### src/rtl/asc_pkg.sv
// package: register map, field positions and constants of the converter sequencer
package asc_pkg;
   localparam logic [2:0] ASC_ADDR_CON1  = 3'h0;
   localparam logic [2:0] ASC_ADDR_CON2  = 3'h1;
   localparam logic [2:0] ASC_ADDR_CON3  = 3'h2;
   localparam logic [2:0] ASC_ADDR_CON4  = 3'h3;
   localparam logic [2:0] ASC_ADDR_CHS   = 3'h4;
   localparam int ASC_AW = 3;
   localparam int ASC_DW = 16;
   // control one bit positions
   localparam int C1_ON    = 15;
   localparam int C1_RES   = 10;
   localparam int C1_TRG   = 5;
   localparam int C1_SIM   = 3;
   localparam int C1_AUTO  = 2;
   localparam int C1_SAMPLE_ACTIVE  = 1;
   localparam int C1_DONE  = 0;
   // control two bit positions
   localparam int C2_REF   = 13;
   localparam int C2_SCAN  = 10;
   localparam int C2_CHN   = 8;
   localparam int C2_BUFFER_HALF_STATUS  = 7;
   localparam int C2_RATE  = 2;
   localparam int C2_SPLIT = 1;
   localparam int C2_ALT   = 0;
   // control three bit positions
   localparam int C3_RC    = 15;
   localparam int C3_SAMT  = 8;
   localparam int C3_DIV   = 0;
   // channel select bit positions
   localparam int CS_NB    = 9;
   localparam int CS_PB    = 8;
   localparam int CS_NA    = 1;
   localparam int CS_PA    = 0;
   localparam logic [2:0] TRG_SOFT  = 3'h0;
   localparam logic [2:0] TRG_PIN   = 3'h1;
   localparam logic [2:0] TRG_TMRA  = 3'h2;
   localparam logic [2:0] TRG_TMRB  = 3'h4;
   localparam logic [2:0] TRG_AUTO  = 3'h7;
   localparam logic [7:0] DIV_MAX   = 8'h3F;
   localparam logic [1:0] REF_INT   = 2'h0;
   localparam logic [1:0] REF_POS   = 2'h1;
   localparam logic [1:0] REF_NEG   = 2'h2;
   localparam logic [1:0] REF_BOTH  = 2'h3;
   localparam logic [1:0] NEG_VREF  = 2'h0;
   localparam logic [1:0] NEG_LOW   = 2'h2;
   localparam logic [1:0] NEG_HIGH  = 2'h3;

   typedef enum logic [1:0] {ASC_IDLE, ASC_SAMPLE, ASC_CONVERT} asc_state_e;

   typedef struct packed {
      logic       pos_high;   // inputs 3..5 instead of 0..2
      logic [1:0] neg_sel;    // vref-, 6..8 or 9..11
      logic [1:0] ref_sel;    // reference pair
      logic [2:0] chan_mask;  // channels 1..3 in use
      logic       simultaneous;
      logic       scan;
   } asc_mux_s;
endpackage

### src/rtl/asc_sequence_control.sv
// converter sequencing control: registers, sample and conversion control, mux select
`timescale 1ns/10ps
// Notes on behaviour
// - simultaneous bit samples selected channels together
// - twelve-bit mode hides multi-channel fields as zero
// - autostart resamples after conversion, sets sample bit
// - trigger ends sampling; software clear if source zero
// - done set at finish, cleared at start
// - software may clear done; conversion undisturbed
// - reference field selects supply or external references
// - scan enable steps channel zero positive input
// - channel count selects one, two or four
// - buffer status shows half being filled
// - rate field N gives pulse per N+1
// - split mode alternates buffer halves per pulse
// - alternate mode toggles sample A and B
// - rc select chooses clock, ignores divider
// - auto sample time in clock periods, counter source
// - conversion period is divider plus one cycles, capped at 64
// - buffer length field gives two-power words
// - negative field picks vref, 6-8 or 9-11
// - positive bit picks inputs 3-5 or 0-2
// - trigger codes map to counter, pin, timers
// - resolution bit picks twelve or ten bit
module asc_sequence_control
   import asc_pkg::*;
#(
   parameter int CONV_PERIODS = 12
) (
   input  wire logic              clock_i,
   input  wire logic              rstn_i,
   input  wire logic [ASC_AW-1:0] addr_i,
   input  wire logic [ASC_DW-1:0] wdata_i,
   input  wire logic              wr_i,
   input  wire logic              rd_i,
   output logic      [ASC_DW-1:0] rdata_o,
   input  wire logic              ext_pin_i,
   input  wire logic              timer_a_i,
   input  wire logic              timer_b_i,
   input  wire logic              rc_tick_i,
   output logic                   sampling_o,
   output logic                   converting_o,
   output logic                   sample_b_o,
   output asc_mux_s               mux_o,
   output logic                   scan_step_o,
   output logic                   event_o,
   output logic      [7:0]        buf_words_o
);
   logic              module_on, res12, simsel, autostart, sample_active, done;
   logic [2:0]        trig_src;
   logic [2:0]        ref_cfg;
   logic              scan_en, split_mode, alt_mode, buf_half;
   logic [1:0]        chan_cnt;
   logic [3:0]        rate;
   logic              rc_sel;
   logic [4:0]        sample_active_time;
   logic [7:0]        div;
   logic [2:0]        dma_len;
   logic [1:0]        neg_a, neg_b;
   logic              pos_a, pos_b;
   logic              use_b;
   asc_state_e        state;
   logic [7:0]        div_cnt;
   logic              tick;
   logic [4:0]        sample_active_cnt;
   logic [7:0]        conv_cnt;
   logic [3:0]        op_cnt;
   logic [2:0]        pin_sync;
   logic              pin_level;
   logic              pin_edge;
   logic              trig_hit;
   logic              conv_end;
   logic              conv_start;
   logic              wr1;

   ////////////////////////////////////////////////////////////////////////
   assign wr1 = wr_i && addr_i == ASC_ADDR_CON1;

   // pin trigger: three stages, a rising change counts when stages two and three agree
   always_ff @(posedge clock_i) begin
      if (!rstn_i) begin
         pin_sync  <= 3'h0;
         pin_level <= 1'b0;
      end else begin
         pin_sync <= {pin_sync[1:0], ext_pin_i};
         if (pin_sync[1] == pin_sync[2]) begin
            pin_level <= pin_sync[2];
         end
      end
   end
   assign pin_edge = (pin_sync[1] == pin_sync[2]) && pin_sync[2] && !pin_level;

   // conversion clock tick
   always_ff @(posedge clock_i) begin
      if (!rstn_i || rc_sel) begin
         div_cnt <= 8'h00;
      end else if (div_cnt >= div || div_cnt >= DIV_MAX) begin
         div_cnt <= 8'h00;
      end else begin
         div_cnt <= div_cnt + 8'h01;
      end
   end
   // divider ignored under rc source
   assign tick = rc_sel ? rc_tick_i : (div_cnt >= div || div_cnt >= DIV_MAX);

   always_comb begin
      trig_hit = 1'b0;
      case (trig_src)
         TRG_PIN:  trig_hit = pin_edge;
         TRG_TMRA: trig_hit = timer_a_i;
         TRG_TMRB: trig_hit = timer_b_i;
         // the tick that completes the last period ends sampling, not the one after
         TRG_AUTO: trig_hit = sample_active_time == 5'h00 ||
                              (tick && 6'(sample_active_cnt) + 6'h01 >= 6'(sample_active_time));
         default:  trig_hit = 1'b0;
      endcase
   end

   assign conv_start = state == ASC_SAMPLE &&
                       (trig_src == TRG_SOFT ? !sample_active : trig_hit);
   assign conv_end   = state == ASC_CONVERT && tick &&
                       conv_cnt == 8'(CONV_PERIODS - 1);

   ////////////////////////////////////////////////////////////////////////
   // sequencer
   always_ff @(posedge clock_i) begin
      if (!rstn_i) begin
         state    <= ASC_IDLE;
         sample_active_cnt <= 5'h00;
         conv_cnt <= 8'h00;
      end else if (!module_on) begin
         state <= ASC_IDLE;
      end else begin
         case (state)
            ASC_IDLE: begin
               sample_active_cnt <= 5'h00;
               if (sample_active) begin
                  state <= ASC_SAMPLE;
               end
            end
            ASC_SAMPLE: begin
               if (conv_start) begin
                  state    <= ASC_CONVERT;
                  conv_cnt <= 8'h00;
               end else if (tick && sample_active_cnt != 5'h1F) begin
                  sample_active_cnt <= sample_active_cnt + 5'h01;
               end
            end
            ASC_CONVERT: begin
               if (tick) begin
                  conv_cnt <= conv_cnt + 8'h01;
               end
               if (conv_end) begin
                  sample_active_cnt <= 5'h00;
                  state    <= autostart ? ASC_SAMPLE : ASC_IDLE;
               end
            end
            default: state <= ASC_IDLE;
         endcase
      end
   end

   // sample bit: hardware set at conversion end under autostart wins over software
   always_ff @(posedge clock_i) begin
      if (!rstn_i) begin
         sample_active <= 1'b0;
      end else if (conv_end && autostart) begin
         sample_active <= 1'b1;
      end else if (conv_start && trig_src != TRG_SOFT) begin
         sample_active <= 1'b0;
      end else if (wr1) begin
         sample_active <= wdata_i[C1_SAMPLE_ACTIVE];
      end else if (module_on && autostart && state == ASC_IDLE) begin
         sample_active <= 1'b1;
      end
   end

   // done flag: set wins over a software clear; writing one is ignored
   always_ff @(posedge clock_i) begin
      if (!rstn_i) begin
         done <= 1'b0;
      end else if (conv_end) begin
         done <= 1'b1;
      end else if (conv_start) begin
         done <= 1'b0;
      end else if (wr1 && !wdata_i[C1_DONE]) begin
         done <= 1'b0;
      end
   end

   // operation counter, buffer half and alternate sample
   always_ff @(posedge clock_i) begin
      if (!rstn_i) begin
         op_cnt   <= 4'h0;
         event_o  <= 1'b0;
         buf_half <= 1'b0;
         use_b    <= 1'b0;
      end else begin
         event_o <= 1'b0;
         if (conv_end) begin
            use_b <= alt_mode ? !use_b : 1'b0;
            if (op_cnt >= rate) begin
               op_cnt  <= 4'h0;
               event_o <= 1'b1;
               buf_half <= split_mode ? !buf_half : 1'b0;
            end else begin
               op_cnt <= op_cnt + 4'h1;
            end
         end
         if (!alt_mode) begin
            use_b <= 1'b0;
         end
      end
   end

   ////////////////////////////////////////////////////////////////////////
   // register writes
   always_ff @(posedge clock_i) begin
      if (!rstn_i) begin
         module_on <= 1'b0;
         res12     <= 1'b0;
         trig_src  <= 3'h0;
         simsel    <= 1'b0;
         autostart <= 1'b0;
         ref_cfg   <= 3'h0;
         scan_en   <= 1'b0;
         chan_cnt  <= 2'h0;
         rate      <= 4'h0;
         split_mode <= 1'b0;
         alt_mode  <= 1'b0;
         rc_sel    <= 1'b0;
         sample_active_time <= 5'h00;
         div       <= 8'h00;
         dma_len   <= 3'h0;
         neg_a     <= 2'h0;
         neg_b     <= 2'h0;
         pos_a     <= 1'b0;
         pos_b     <= 1'b0;
      end else if (wr_i) begin
         case (addr_i)
            ASC_ADDR_CON1: begin
               module_on <= wdata_i[C1_ON];
               res12     <= wdata_i[C1_RES];
               trig_src  <= wdata_i[C1_TRG +: 3];
               simsel    <= wdata_i[C1_SIM];
               autostart <= wdata_i[C1_AUTO];
            end
            ASC_ADDR_CON2: begin
               ref_cfg    <= wdata_i[C2_REF +: 3];
               scan_en    <= wdata_i[C2_SCAN];
               chan_cnt   <= wdata_i[C2_CHN +: 2];
               rate       <= wdata_i[C2_RATE +: 4];
               split_mode <= wdata_i[C2_SPLIT];
               alt_mode   <= wdata_i[C2_ALT];
            end
            ASC_ADDR_CON3: begin
               rc_sel    <= wdata_i[C3_RC];
               sample_active_time <= wdata_i[C3_SAMT +: 5];
               div       <= wdata_i[C3_DIV +: 8];
            end
            ASC_ADDR_CON4: dma_len <= wdata_i[2:0];
            ASC_ADDR_CHS: begin
               neg_b <= wdata_i[CS_NB +: 2];
               pos_b <= wdata_i[CS_PB];
               neg_a <= wdata_i[CS_NA +: 2];
               pos_a <= wdata_i[CS_PA];
            end
            default: ;
         endcase
      end
   end

   // register reads; fields absent in twelve-bit mode read zero
   always_ff @(posedge clock_i) begin
      if (!rstn_i) begin
         rdata_o <= 16'h0000;
      end else if (rd_i) begin
         rdata_o <= 16'h0000;
         case (addr_i)
            ASC_ADDR_CON1: begin
               rdata_o[C1_ON]       <= module_on;
               rdata_o[C1_RES]      <= res12;
               rdata_o[C1_TRG +: 3] <= trig_src;
               rdata_o[C1_SIM]      <= simsel && !res12;
               rdata_o[C1_AUTO]     <= autostart;
               rdata_o[C1_SAMPLE_ACTIVE]     <= sample_active;
               rdata_o[C1_DONE]     <= done;
            end
            ASC_ADDR_CON2: begin
               rdata_o[C2_REF +: 3]  <= ref_cfg;
               rdata_o[C2_SCAN]      <= scan_en;
               rdata_o[C2_CHN +: 2]  <= res12 ? 2'h0 : chan_cnt;
               rdata_o[C2_BUFFER_HALF_STATUS]      <= buf_half;
               rdata_o[C2_RATE +: 4] <= rate;
               rdata_o[C2_SPLIT]     <= split_mode;
               rdata_o[C2_ALT]       <= alt_mode;
            end
            ASC_ADDR_CON3: begin
               rdata_o[C3_RC]       <= rc_sel;
               rdata_o[C3_SAMT +: 5] <= sample_active_time;
               rdata_o[C3_DIV +: 8] <= div;
            end
            ASC_ADDR_CON4: rdata_o[2:0] <= dma_len;
            ASC_ADDR_CHS: if (!res12) begin
               rdata_o[CS_NB +: 2] <= neg_b;
               rdata_o[CS_PB]      <= pos_b;
               rdata_o[CS_NA +: 2] <= neg_a;
               rdata_o[CS_PA]      <= pos_a;
            end
            default: rdata_o <= 16'h0000;
         endcase
      end else begin
         rdata_o <= 16'h0000;
      end
   end

   ////////////////////////////////////////////////////////////////////////
   // mux outputs towards the analog core, registered
   always_ff @(posedge clock_i) begin
      if (!rstn_i) begin
         mux_o       <= '0;
         buf_words_o <= 8'h01;
         scan_step_o <= 1'b0;
      end else begin
         mux_o.pos_high <= use_b ? pos_b : pos_a;
         mux_o.neg_sel  <= (use_b ? neg_b : neg_a) & {1'b1, 1'b1};
         if ((use_b ? neg_b[1] : neg_a[1]) == 1'b0) begin
            mux_o.neg_sel <= NEG_VREF;
         end
         mux_o.ref_sel <= ref_cfg[2] ? REF_INT : ref_cfg[1:0];
         mux_o.chan_mask <= res12 ? 3'h0 :
                            chan_cnt[1] ? 3'h7 : (chan_cnt[0] ? 3'h1 : 3'h0);
         mux_o.simultaneous <= simsel && !res12 && chan_cnt != 2'h0;
         mux_o.scan <= scan_en && !use_b;
         scan_step_o <= scan_en && !use_b && conv_end;
         buf_words_o <= 8'h01 << dma_len;
      end
   end

   assign sampling_o   = state == ASC_SAMPLE;
   assign converting_o = state == ASC_CONVERT;
   assign sample_b_o   = use_b;

   ////////////////////////////////////////////////////////////////////////
   done_clear_a: assert property (@(posedge clock_i) disable iff (!rstn_i)
      conv_start |=> !done) else $error("done not cleared at start");
   done_set_a: assert property (@(posedge clock_i) disable iff (!rstn_i)
      conv_end |=> done) else $error("done not set at end");
   soft_start_a: assert property (@(posedge clock_i) disable iff (!rstn_i)
      (state == ASC_SAMPLE && trig_src == TRG_SOFT && !sample_active && module_on)
      |=> state == ASC_CONVERT) else $error("soft clear did not start");
   hw_clear_a: assert property (@(posedge clock_i) disable iff (!rstn_i)
      (conv_start && trig_src != TRG_SOFT && !(conv_end && autostart))
      |=> !sample_active) else $error("sample bit not cleared");
   auto_set_a: assert property (@(posedge clock_i) disable iff (!rstn_i)
      (conv_end && autostart) |=> sample_active && state == ASC_SAMPLE)
      else $error("autostart did not resample");
   rate_event_a: assert property (@(posedge clock_i) disable iff (!rstn_i)
      (conv_end && op_cnt >= rate) |=> event_o && op_cnt == 4'h0)
      else $error("rate pulse missing");
   res_hide_a: assert property (@(posedge clock_i) disable iff (!rstn_i)
      (rd_i && addr_i == ASC_ADDR_CHS && res12) |=> rdata_o == 16'h0000)
      else $error("channel select visible in twelve-bit");
   ref_map_a: assert property (@(posedge clock_i) disable iff (!rstn_i)
      $past(ref_cfg[2]) |-> mux_o.ref_sel == REF_INT)
      else $error("reference map wrong");
   alt_mode_a: assert property (@(posedge clock_i) disable iff (!rstn_i)
      !alt_mode |=> !use_b) else $error("sample b used without alternate");
endmodule

### config.mk
export PLATFORM = sky130hd
export DESIGN_NAME = asc_sequence_control
export DESIGN_NICKNAME = d
export VERILOG_FILES = /design/src/rtl/asc_pkg.sv /design/src/rtl/asc_sequence_control.sv
export SDC_FILE = /design/constraint.sdc
export NUM_CORES = 1
export LEC_CHECK = 0
export ABC_CLOCK_PERIOD_IN_PS = 3450
export BUFFER_PORTS_ARGS = -buffer_cell sky130_fd_sc_hd__buf_2
export CORE_MARGIN = 2
export CORE_UTILIZATION = 57
export CTS_CLUSTER_SIZE = 12
export DETAILED_ROUTE_END_ITERATION = 7
export GPL_TIMING_DRIVEN = 1
export PLACE_DENSITY = 0.87
export SLEW_MARGIN = 5
export SYNTH_ARGS = -nofsm -noshare
export SYNTH_HDL_FRONTEND = slang
export SYNTH_SLANG_ARGS = --single-unit
### constraint.sdc
create_clock -name clock_i -period 3.45 [get_ports clock_i]
set_input_delay 0.69 -clock clock_i [delete_from_list [all_inputs] [get_ports clock_i]]
set_output_delay 0.69 -clock clock_i [all_outputs]
set_load 0.1 [all_outputs]
# ---- After elaboration in Yosys (flattened, before gate mapping)
# Index checks and enable logic that the tools add are counted.
dict set report totals {
  regBits 113
  latchBits 0
  mem_bits_rw 0
  mem_bits_ro 0
  word_cells 170
  mem_count 0
}
dict set report op_classes {
  n_addsub 5
  mul 0
  n_div 0
  n_lt_le_gt_ge 4
  n_eq_ne 19
  shifts 1
  n_mux 42
  n_bitwise 1
  n_reduce_logical 56
}
# op n
set ops {}
lappend ops {{AND reduction 2 bit} 11}
lappend ops {{logical AND 1 bit} 17}
lappend ops {{adder 8 x 1 -> 8 bit (second input constant)} 2}
lappend ops {{2-to-1 mux 8 bit} 2}
lappend ops {{case mux 8 bit (2 select lines)} 1}
lappend ops {{2-to-1 mux 1 bit} 15}
lappend ops {{2-to-1 mux 5 bit} 3}
lappend ops {{case mux 3 bit (5 select lines)} 1}
lappend ops {{case mux 5 bit (3 select lines)} 1}
lappend ops {{case mux 1 bit (3 select lines)} 4}
lappend ops {{case mux 2 bit (3 select lines)} 2}
lappend ops {{2-to-1 mux 2 bit} 5}
lappend ops {{equality test 3 x 2 -> 1 bit (second input constant)} 3}
lappend ops {{equality test 3 bit (second input constant)} 3}
lappend ops {{2-to-1 mux 3 bit} 3}
lappend ops {{AND reduction 3 bit} 3}
lappend ops {{nonzero test 3 bit} 3}
lappend ops {{equality test 8 x 4 -> 1 bit (second input constant)} 1}
lappend ops {{greater-or-equal comparator 8 x 6 -> 1 bit (second input constant)} 1}
lappend ops {{greater-or-equal comparator 8 bit} 1}
lappend ops {{!= test 2 x 1 -> 1 bit (second input constant)} 4}
lappend ops {{case mux 1 bit (4 select lines)} 2}
lappend ops {{left shift 1 x 3 -> 8 bit (first input constant)} 1}
lappend ops {{logical NOT 1 bit} 7}
lappend ops {{23 further kinds} 32}

# ---- Depth between registers and ports, before layout
# Gate-level depths: netlist of the first run.
dict set report logic_depth {
  ltp_word 11
  depth_mapped 11
  mapped_depth_nobuf 10
}

# ---- Least setup slack after synthesis of the first run
# Ideal clock, no wire load.
dict set report synth_path {
  kind {register -> register}
  start {register sample_active_cnt[0]}
  end {register conv_cnt[4]}
  arrival_time_ns 2.555
  path_slack_ns 0.824
  stages_incl_launch_ff 12
  n_path_buf 1
  period_less_slack_ns 2.626
  cell_sequence {dfxtp_1 -> ha_1 -> and3_1 -> ha_1 -> ha_1 -> o21ai_0 -> o211a_1 -> o31ai_1 -> a31oi_2 -> buf_4 -> or3_1 -> a21oi_1}
}
dict set report synth_between {
  elab_chain_len 9
}
# item line_no
set synth_rtl {}
lappend synth_rtl {{from (decl)} asc_sequence_control.sv:65} ;# logic [4:0] sample_active_cnt;
lappend synth_rtl {{from (signal assigned)} asc_sequence_control.sv:146} ;# sample_active_cnt <= sample_active_cnt + 5'h01;
lappend synth_rtl {{adder 5 x 1 -> 6 bit} asc_sequence_control.sv:114} ;# (tick && 6'(sample_active_cnt) + 6'h01 >= 6'(sample_active_time));
lappend synth_rtl {{greater-or-equal comparator 6 x 5 -> 1 bit} asc_sequence_control.sv:114}
lappend synth_rtl {{logical AND 1 bit} asc_sequence_control.sv:114}
lappend synth_rtl {{logical OR 1 bit} asc_sequence_control.sv:113} ;# TRG_AUTO: trig_hit = sample_active_time == 5'h00 ||
lappend synth_rtl {{case mux 1 bit (4 select lines)} asc_sequence_control.sv:108} ;# case (trig_src)
lappend synth_rtl {{2-to-1 mux 1 bit} asc_sequence_control.sv:120} ;# (trig_src == TRG_SOFT ? !sample_active : trig_hit);
lappend synth_rtl {{logical AND 1 bit} asc_sequence_control.sv:119} ;# assign conv_start = state == ASC_SAMPLE &&
lappend synth_rtl {{!= test 2 x 1 -> 1 bit (no line)} n/a}
lappend synth_rtl {{AND reduction 4 bit (no line)} n/a}
lappend synth_rtl {{to (signal assigned)} asc_sequence_control.sv:151} ;# conv_cnt <= conv_cnt + 8'h01;
lappend synth_rtl {{to (decl)} asc_sequence_control.sv:66} ;# logic [7:0] conv_cnt;
# Every way passes these cells.
# A chain may end at the register's enable or synchronous reset.

# ---- Worst setup path after layout of the first run
dict set report layout_path {
  start {register sample_active_cnt[0]}
  end {register conv_cnt[7]}
}
# Same word-level chain as after synthesis.

==> out/metrics.cfg, run 1 <==
[yosys]
yosysMostFrequentCell=dfxtp_1
muxShareOfSynthArea_pct=5.510
synth_fa_ha_area_share_pct=5.894
synth_top_family_by_area=simple AND/OR/NAND/NOR gates
ys_async_sr_fraction_pct=0
yosysTopAreaCellShare_pct=45.93
synth_area_per_cell_um2=8.656
synth_top_area_cell=dfxtp_1
synth_compound_area_share_pct=14.33
synth-simple-area-share_pct=23.14
synth_cell_types=55
synth_edf_count=0
synth_seq_cells=112
synth_common_cells=dfxtp_1 (112), nand2_1 (87), nor2_1 (63)
ys_top_cells_by_area=dfxtp_1 (46%), nand2_1 (6.7%), a21oi_1 (5.9%), ha_1 (5.9%), nor2_1 (4.8%)
synth-main-ff-cell=dfxtp_1
syn_inst=564
synth_warnings=0
synthXorXnorAreaFrac_pct=1.256
syn-cell-area_mm2=0.004882
yosysSeqAreaShare_pct=45.93

[setup_path]
worst-path-max-fanout=14
cp.required_ps=3740
startpoint=sample_active_cnt[0]
arrival_ps=3330
ff2ff_path_depth=10
r2r_start=sample_active_cnt[0]
end_kind=register
start_kind=register
worstSetupPathType=register to register

[grt]
grt-ovfl-total=0
track_usage_pct=27.44
grt_max_degree=24
antenna_found_initial=0
grt_pass1_wl_mm=19.87
grt_pass1_vias=4250

[place]
dpl_cell_area_mm2=0.005281
placed_cells=716
dp_hpwl_mm=8.745
io_buffers=65
routabilityCongestion=0.9016

[cts]
htree_levels=3
cts_buffers=9
root_buffer=clkbuf_8
clkSinkCount=112
clk_path_buf_depth=2
ctsHoldBuffers=0
cts_resized=0
post_cts_buffers=0
clkLatencyLatePin_ps=370
cts.reportedPaths.clkPinSlew_ps=90
cts_tree=done

[drt]
drt_wl_total_mm=12.06
wl_met3_mm=1.068
dr_wl_met2_mm=5.696
m1WireLength_mm=4.928
first_iter_violations=290
topRoutingLayerUsed=met4
num_vias=4346
vias_per_cell=5.937
wl_per_cell_um=16.48
drcViolationCount=0
ant_nets=0
firstDrtPassIters=7

[timing]
finalCritPeriodShare_pct=87.95
finalSetupViolCount=0
slew_violations=0
rsz0062_at_grt=false
worst_clock_skew_ps=13.64
max_freq_mhz=329.6
relSlewSlack_pct=44.60
fin_crit_ps=3034
worst_pin_slew_ps=830.5
holdWs_ps=445.5
hold_viol=0
tns_ps=0

[finish]
finish.instance_area_mm2=0.005482
seq_area_mm2=0.002242
drive_gt1_share_pct=15.47
n_fill_cell=664
nets=672
n_antenna_cell=0
final_util_pct=66.38
multiInputGateArea_mm2=0.002455
syn2layout_area_growth_pct=12.28
fin_cells=732

[floorplan]
core_mm2=0.008258
num_rows=33
die_height_um=96.55
initial_core_util_pct=59.12
io-pin-count=66
die-width_um=96.55
dieArea_mm2=0.009322

[hold_path]
holdCritPathClass=register to register
min_from=pin_sync[0]
whs_path_depth=1

[job]
drv_cap=0

[power_and_ir_drop]
powerDensity_mw_per_mm2=416.5
ir_drop_mv=0.2706
p_leak_nw=2.264

[status]
outcome=finished, final reports clean

[final timing paths]
| kind | to | slack, ps |
|---|---|---|
| setup / recovery | conv_cnt[7] | 420 |
| hold / removal | pin_sync[1] | 450 |
| setup reg to reg | conv_cnt[7] | 420 |
| hold reg to reg | pin_sync[1] | 450 |
[metal layers]
layer  up-vias  global-route usage, %
li1       2047                      -
met1      2047                  34.69
met2       223                  45.43
met3        29                  5.741
met4         0                  11.85
met5         -                      0
[worst max-delay path, stage by stage, from the launching register on]
cell and delay [ps]:
dfxtp_1 360, ha_1 260, and3_1 200, ha_1 290, ha_1 280, o21ai_0 100, o211a_1 240, o31ai_1 250
a31oi_2 280, or4_1 540, a21oi_1 160
[final cells by class]
class	instances	area share, %
Multi-Input combinational cell	405	44.78
Sequential cell	112	40.90
Timing Repair Buffer	70	6.619
Tap cell	105	2.397
Clock buffer	10	2.328
Inverter	24	1.643
Clock inverter	6	1.324
[sequential cells by signal, summed over array words and instances (netlist names), 3 cells and up]
signal,count
div_cnt,8
trig_src,3
op_cnt,4
mux_o,9
sample_active_time,5
rdata_o,16
conv_cnt,8
ref_cfg,3
sample_active_cnt,5
buf_words_o,8
pin_sync,3
dma_len,3
div,8
rate,4
[placed cells by master (no fill, tap or decap), types with 4 or more instances in the layout]
master and count:
and2_1 7, nor2b_1 11, xor2_1 5, o31ai_1 6, nor3_1 12, nor2_1 63
o21ai_0 9, a21oi_1 58, nand2b_1 11, or3_1 4, clkbuf_8 9, buf_4 5
nor3b_1 7, or4_1 4, and3_1 11, ha_1 23, mux2i_1 19, buf_2 65
nand3_1 12, nand2_1 87, inv_1 24, dfxtp_1 112, a31oi_1 5
[metrics by stage]
step	power (mW)	setup slack, ps
after floorplan	1.450	824.1
after global placement	1.499	650.3
after detailed placement	1.505	473.1
after CTS	2.287	447.9
after global routing	2.353	245.0
final	2.283	415.7
[cell families (layout without fill, tap and decap cells)]
group | count (synthesis) | in the layout
other | 1 | 2
multiplexers | 23 | 23
XOR/XNOR | 7 | 7
AO/OA/AOI/OAI | 109 | 109
AND/OR/NAND/NOR | 241 | 241
flip-flops | 112 | 112
adder cells (fa/ha/maj) | 23 | 23
buffers and inverters | 48 | 110
[power breakdown]
group | total [mW] | switching [mW] | internal [mW]
Sequential | 1.32 | 0.0151 | 1.31
Combinational | 0.157 | 0.108 | 0.0490
Clock | 0.802 | 0.455 | 0.347
Note: power is estimated with default switching activity, not from simulation.
==> inputs of run 2 (changes only) <==
--- a/config.mk
+++ b/config.mk
@@ -5,14 +5,15 @@
 export SDC_FILE = /design/constraint.sdc
 export NUM_CORES = 1
 export LEC_CHECK = 0
-export ABC_CLOCK_PERIOD_IN_PS = 3450
+export ABC_CLOCK_PERIOD_IN_PS = 2700
 export BUFFER_PORTS_ARGS = -buffer_cell sky130_fd_sc_hd__buf_2
 export CORE_MARGIN = 2
-export CORE_UTILIZATION = 57
+export CORE_UTILIZATION = 52
 export CTS_CLUSTER_SIZE = 12
 export DETAILED_ROUTE_END_ITERATION = 7
 export GPL_TIMING_DRIVEN = 1
-export PLACE_DENSITY = 0.87
+export PLACE_DENSITY = 0.84
+export RECOVER_POWER = 100
 export SLEW_MARGIN = 5
 export SYNTH_ARGS = -nofsm -noshare
 export SYNTH_HDL_FRONTEND = slang
==> constraint.sdc (replaced) <==
create_clock -name clock_i -period 2.7 [get_ports clock_i]
set_input_delay 0.54 -clock clock_i [delete_from_list [all_inputs] [get_ports clock_i]]
set_output_delay 0.54 -clock clock_i [all_outputs]
set_load 0.1 [all_outputs]
==> run 2 against run 1 <==
Hold slack worse by 90 ps. Utilization down 4.8 points. Final area up 2.8%.
==> out/metrics.cfg, run 2 (synthesized netlist as in run 1, its figures left out) <==
[timing]
max_freq_mhz=378.6  ; was 329.6 MHz
worst_pin_slew_ps=1179  ; was 830.5 ps
finalCritPeriodShare_pct=97.83  ; was 87.95%
relSlewSlack_pct=21.71  ; was 44.60%
worst_clock_skew_ps=14.91  ; was 13.64 ps
layout_setup_ws_ps=58.70  ; was 415.7 ps
slew_violations=0  ; unchanged
fin_crit_ps=2641  ; was 3034 ps
tns_ps=0  ; unchanged
hold_viol=0  ; unchanged
finalSetupViolCount=0  ; unchanged

[floorplan]
core_mm2=0.009153  ; was 0.008258 mm2
num_rows=35  ; was 33
initial_core_util_pct=53.34  ; was 59.12%
die-width_um=100.9  ; was 96.55 um
dieArea_mm2=0.01018  ; was 0.009322 mm2
die_height_um=100.9  ; was 96.55 um
io-pin-count=66  ; unchanged

[drt]
vias_per_cell=5.708  ; was 5.937
num_vias=4281  ; was 4346
topRoutingLayerUsed=met4  ; unchanged
firstDrtPassIters=6  ; was 7
dr_wl_met2_mm=6.055  ; was 5.696 mm
wl_met3_um=808  ; was 1.068 mm
drt_wl_total_mm=12.43  ; was 12.06 mm
ant_nets=0  ; unchanged
wl_per_cell_um=16.58  ; was 16.48 um
drcViolationCount=0  ; unchanged
m1WireLength_mm=5.237  ; was 4.928 mm
first_iter_violations=349  ; was 290

[cts]
cts.reportedPaths.clkPinSlew_ps=110  ; was 90 ps
clk_path_buf_depth=2  ; unchanged
cts_tree=done  ; unchanged
htree_levels=3  ; unchanged
clkSinkCount=112  ; unchanged
cts_buffers=9  ; unchanged
clkLatencyLatePin_ps=400  ; was 370 ps
ctsHoldBuffers=0  ; unchanged
root_buffer=clkbuf_8  ; unchanged

[status]
outcome=finished, final reports clean  ; unchanged

[place]
dp_hpwl_mm=9.002  ; was 8.745 mm
dp_worst_setup_slack_ps=-14.70  ; was 473.1 ps
io_buffers=65  ; unchanged
routabilityCongestion=0.9087  ; was 0.9016
dpl_cell_area_mm2=0.005364  ; was 0.005281 mm2
placed_cells=732  ; was 716

[finish]
final_common_cell=dfxtp_1  ; unchanged
largest_reg_flops=16  ; unchanged
syn2layout_area_growth_pct=15.43  ; was 12.28%
nets=684  ; was 672
finish.instance_area_mm2=0.005635  ; was 0.005482 mm2
n_antenna_cell=0  ; unchanged
largestRegisters=rdata_o (16), mux_o (9)  ; unchanged
most-common-layout-cells=dfxtp_1 (109), nand2_1 (87), nor2_1 (63)  ; was dfxtp_1 (112), nand2_1 (87), buf_2 (65)
n_fill_cell=790  ; was 664
fin_cells=750  ; was 732
regMostFlops=rdata_o  ; unchanged
drive_gt1_share_pct=13.62  ; was 15.47%

[setup_path]
cp.required_ps=2950  ; was 3740 ps
cpMostUsedCell=ha_4  ; was ha_1
worstSetupPathType=register to register  ; unchanged
start_kind=register  ; unchanged
crit_cells=10  ; unchanged
arrival_ps=2900  ; was 3330 ps
path_cells=ha_4 -> and3_4 -> ha_4 -> ha_4 -> o21ai_1 -> o211a_1 -> nor2_1 -> a21oi_1 -> o31ai_2 -> a21oi_1  ; was ha_1 -> and3_1 -> ha_1 -> ha_1 -> o21ai_0 -> o211a_1 -> o31ai_1 -> a31oi_2 -> or4_1 -> a21oi_1
end_kind=register  ; unchanged
worst-path-max-fanout=6  ; was 14
crit_path_top_delay_cell=o31ai_2  ; was or4_1
crit_buf_inv=0  ; unchanged
ff2ff_path_depth=10  ; unchanged
cp_top_family=compound AO/OA/AOI/OAI gates  ; unchanged
critPathMaxStageDelay_ps=570  ; was 540 ps

[grt]
track_usage_pct=24.82  ; was 27.44%
grt_max_degree=24  ; unchanged
antenna_found_initial=0  ; unchanged
grt-ovfl-total=0  ; unchanged
grt_pass1_wl_mm=19.67  ; was 19.87 mm
grt_pass1_vias=4039  ; was 4250

[power_and_ir_drop]
ir_drop_mv=0.3376  ; was 0.2706 mV
total_power_mw=2.918  ; was 2.283 mW
powerDensity_mw_per_mm2=517.7  ; was 416.5 mW/mm2
p_leak_nw=2.136  ; was 2.264 nW

[job]
drv_cap=0  ; unchanged

[hold_path]
holdCritPathClass=input port to register  ; was register to register
whs_path_depth=2  ; was 1

## run 2: cell types whose count changed in the layout (fill, tap and decap cells not counted), moves of 4 or more
cell | before | now
a21oi_1 | 58 | 54
buf_4 | 5 | 11
ha_1 | 23 | 19
a21oi_2 | 0 | 4
buf_2 | 65 | 23
clkbuf_1 | 1 | 45
## run 2: final cells by class
type / instances / area (um2) / share of cell area [%]
multi-input combinational: 405 / 2565 / 45.52
sequential: 112 / 2246 / 39.85
clock inverter: 6 / 70.07 / 1.243
tap: 111 / 138.9 / 2.464
inverter: 24 / 90.09 / 1.599
clock buffer: 10 / 137.6 / 2.442
timing repair buffer: 82 / 387.9 / 6.883
## run 2: path summary, 6_finish.rpt
| path | startpoint | to | slack, ps |
|---|---|---|---|
| min reg2reg | pin_sync[0] | pin_sync[1] | 460 |
| max | sample_active_cnt[0] | conv_cnt[2] | 60 |
| max reg2reg | sample_active_cnt[0] | conv_cnt[2] | 60 |
| min | ext_pin_i | pin_sync[0] | 360 |
## run 2: what timing repair did
action | CTS | global route
gates resized for setup | 2 | 27
endpoints found under the hold margin | 0 | 0
setup endpoints to repair | 4 | 13
pin swaps | 0 | 10
setup buffers | 0 | 2
## run 2: where the power goes
group          leakage [nW]  total (mW)  internal (mW)  switching, mW
logic                  1.12       0.201         0.0624          0.139
registers             0.907        1.69           1.67         0.0193
clock network         0.105        1.02          0.391          0.633
total                  2.14        2.92           2.13          0.792
## run 2: metal layers
layer / up-vias / global-route usage, %
li1: 2067 / -
met3: 33 / 4.854
met4: 0 / 9.459
met5: - / 0
met1: 2009 / 32.01
met2: 172 / 41.18
## run 2: through the flow
step           hold slack (ps)  utilization (%)
2_1_floorplan            411.9                -
3_3_place_gp             430.0            58.61
3_5_place_dp             439.0            58.61
4_1_cts                  359.3            60.98
5_1_grt                  380.0            61.57
6_report                 355.9            61.57
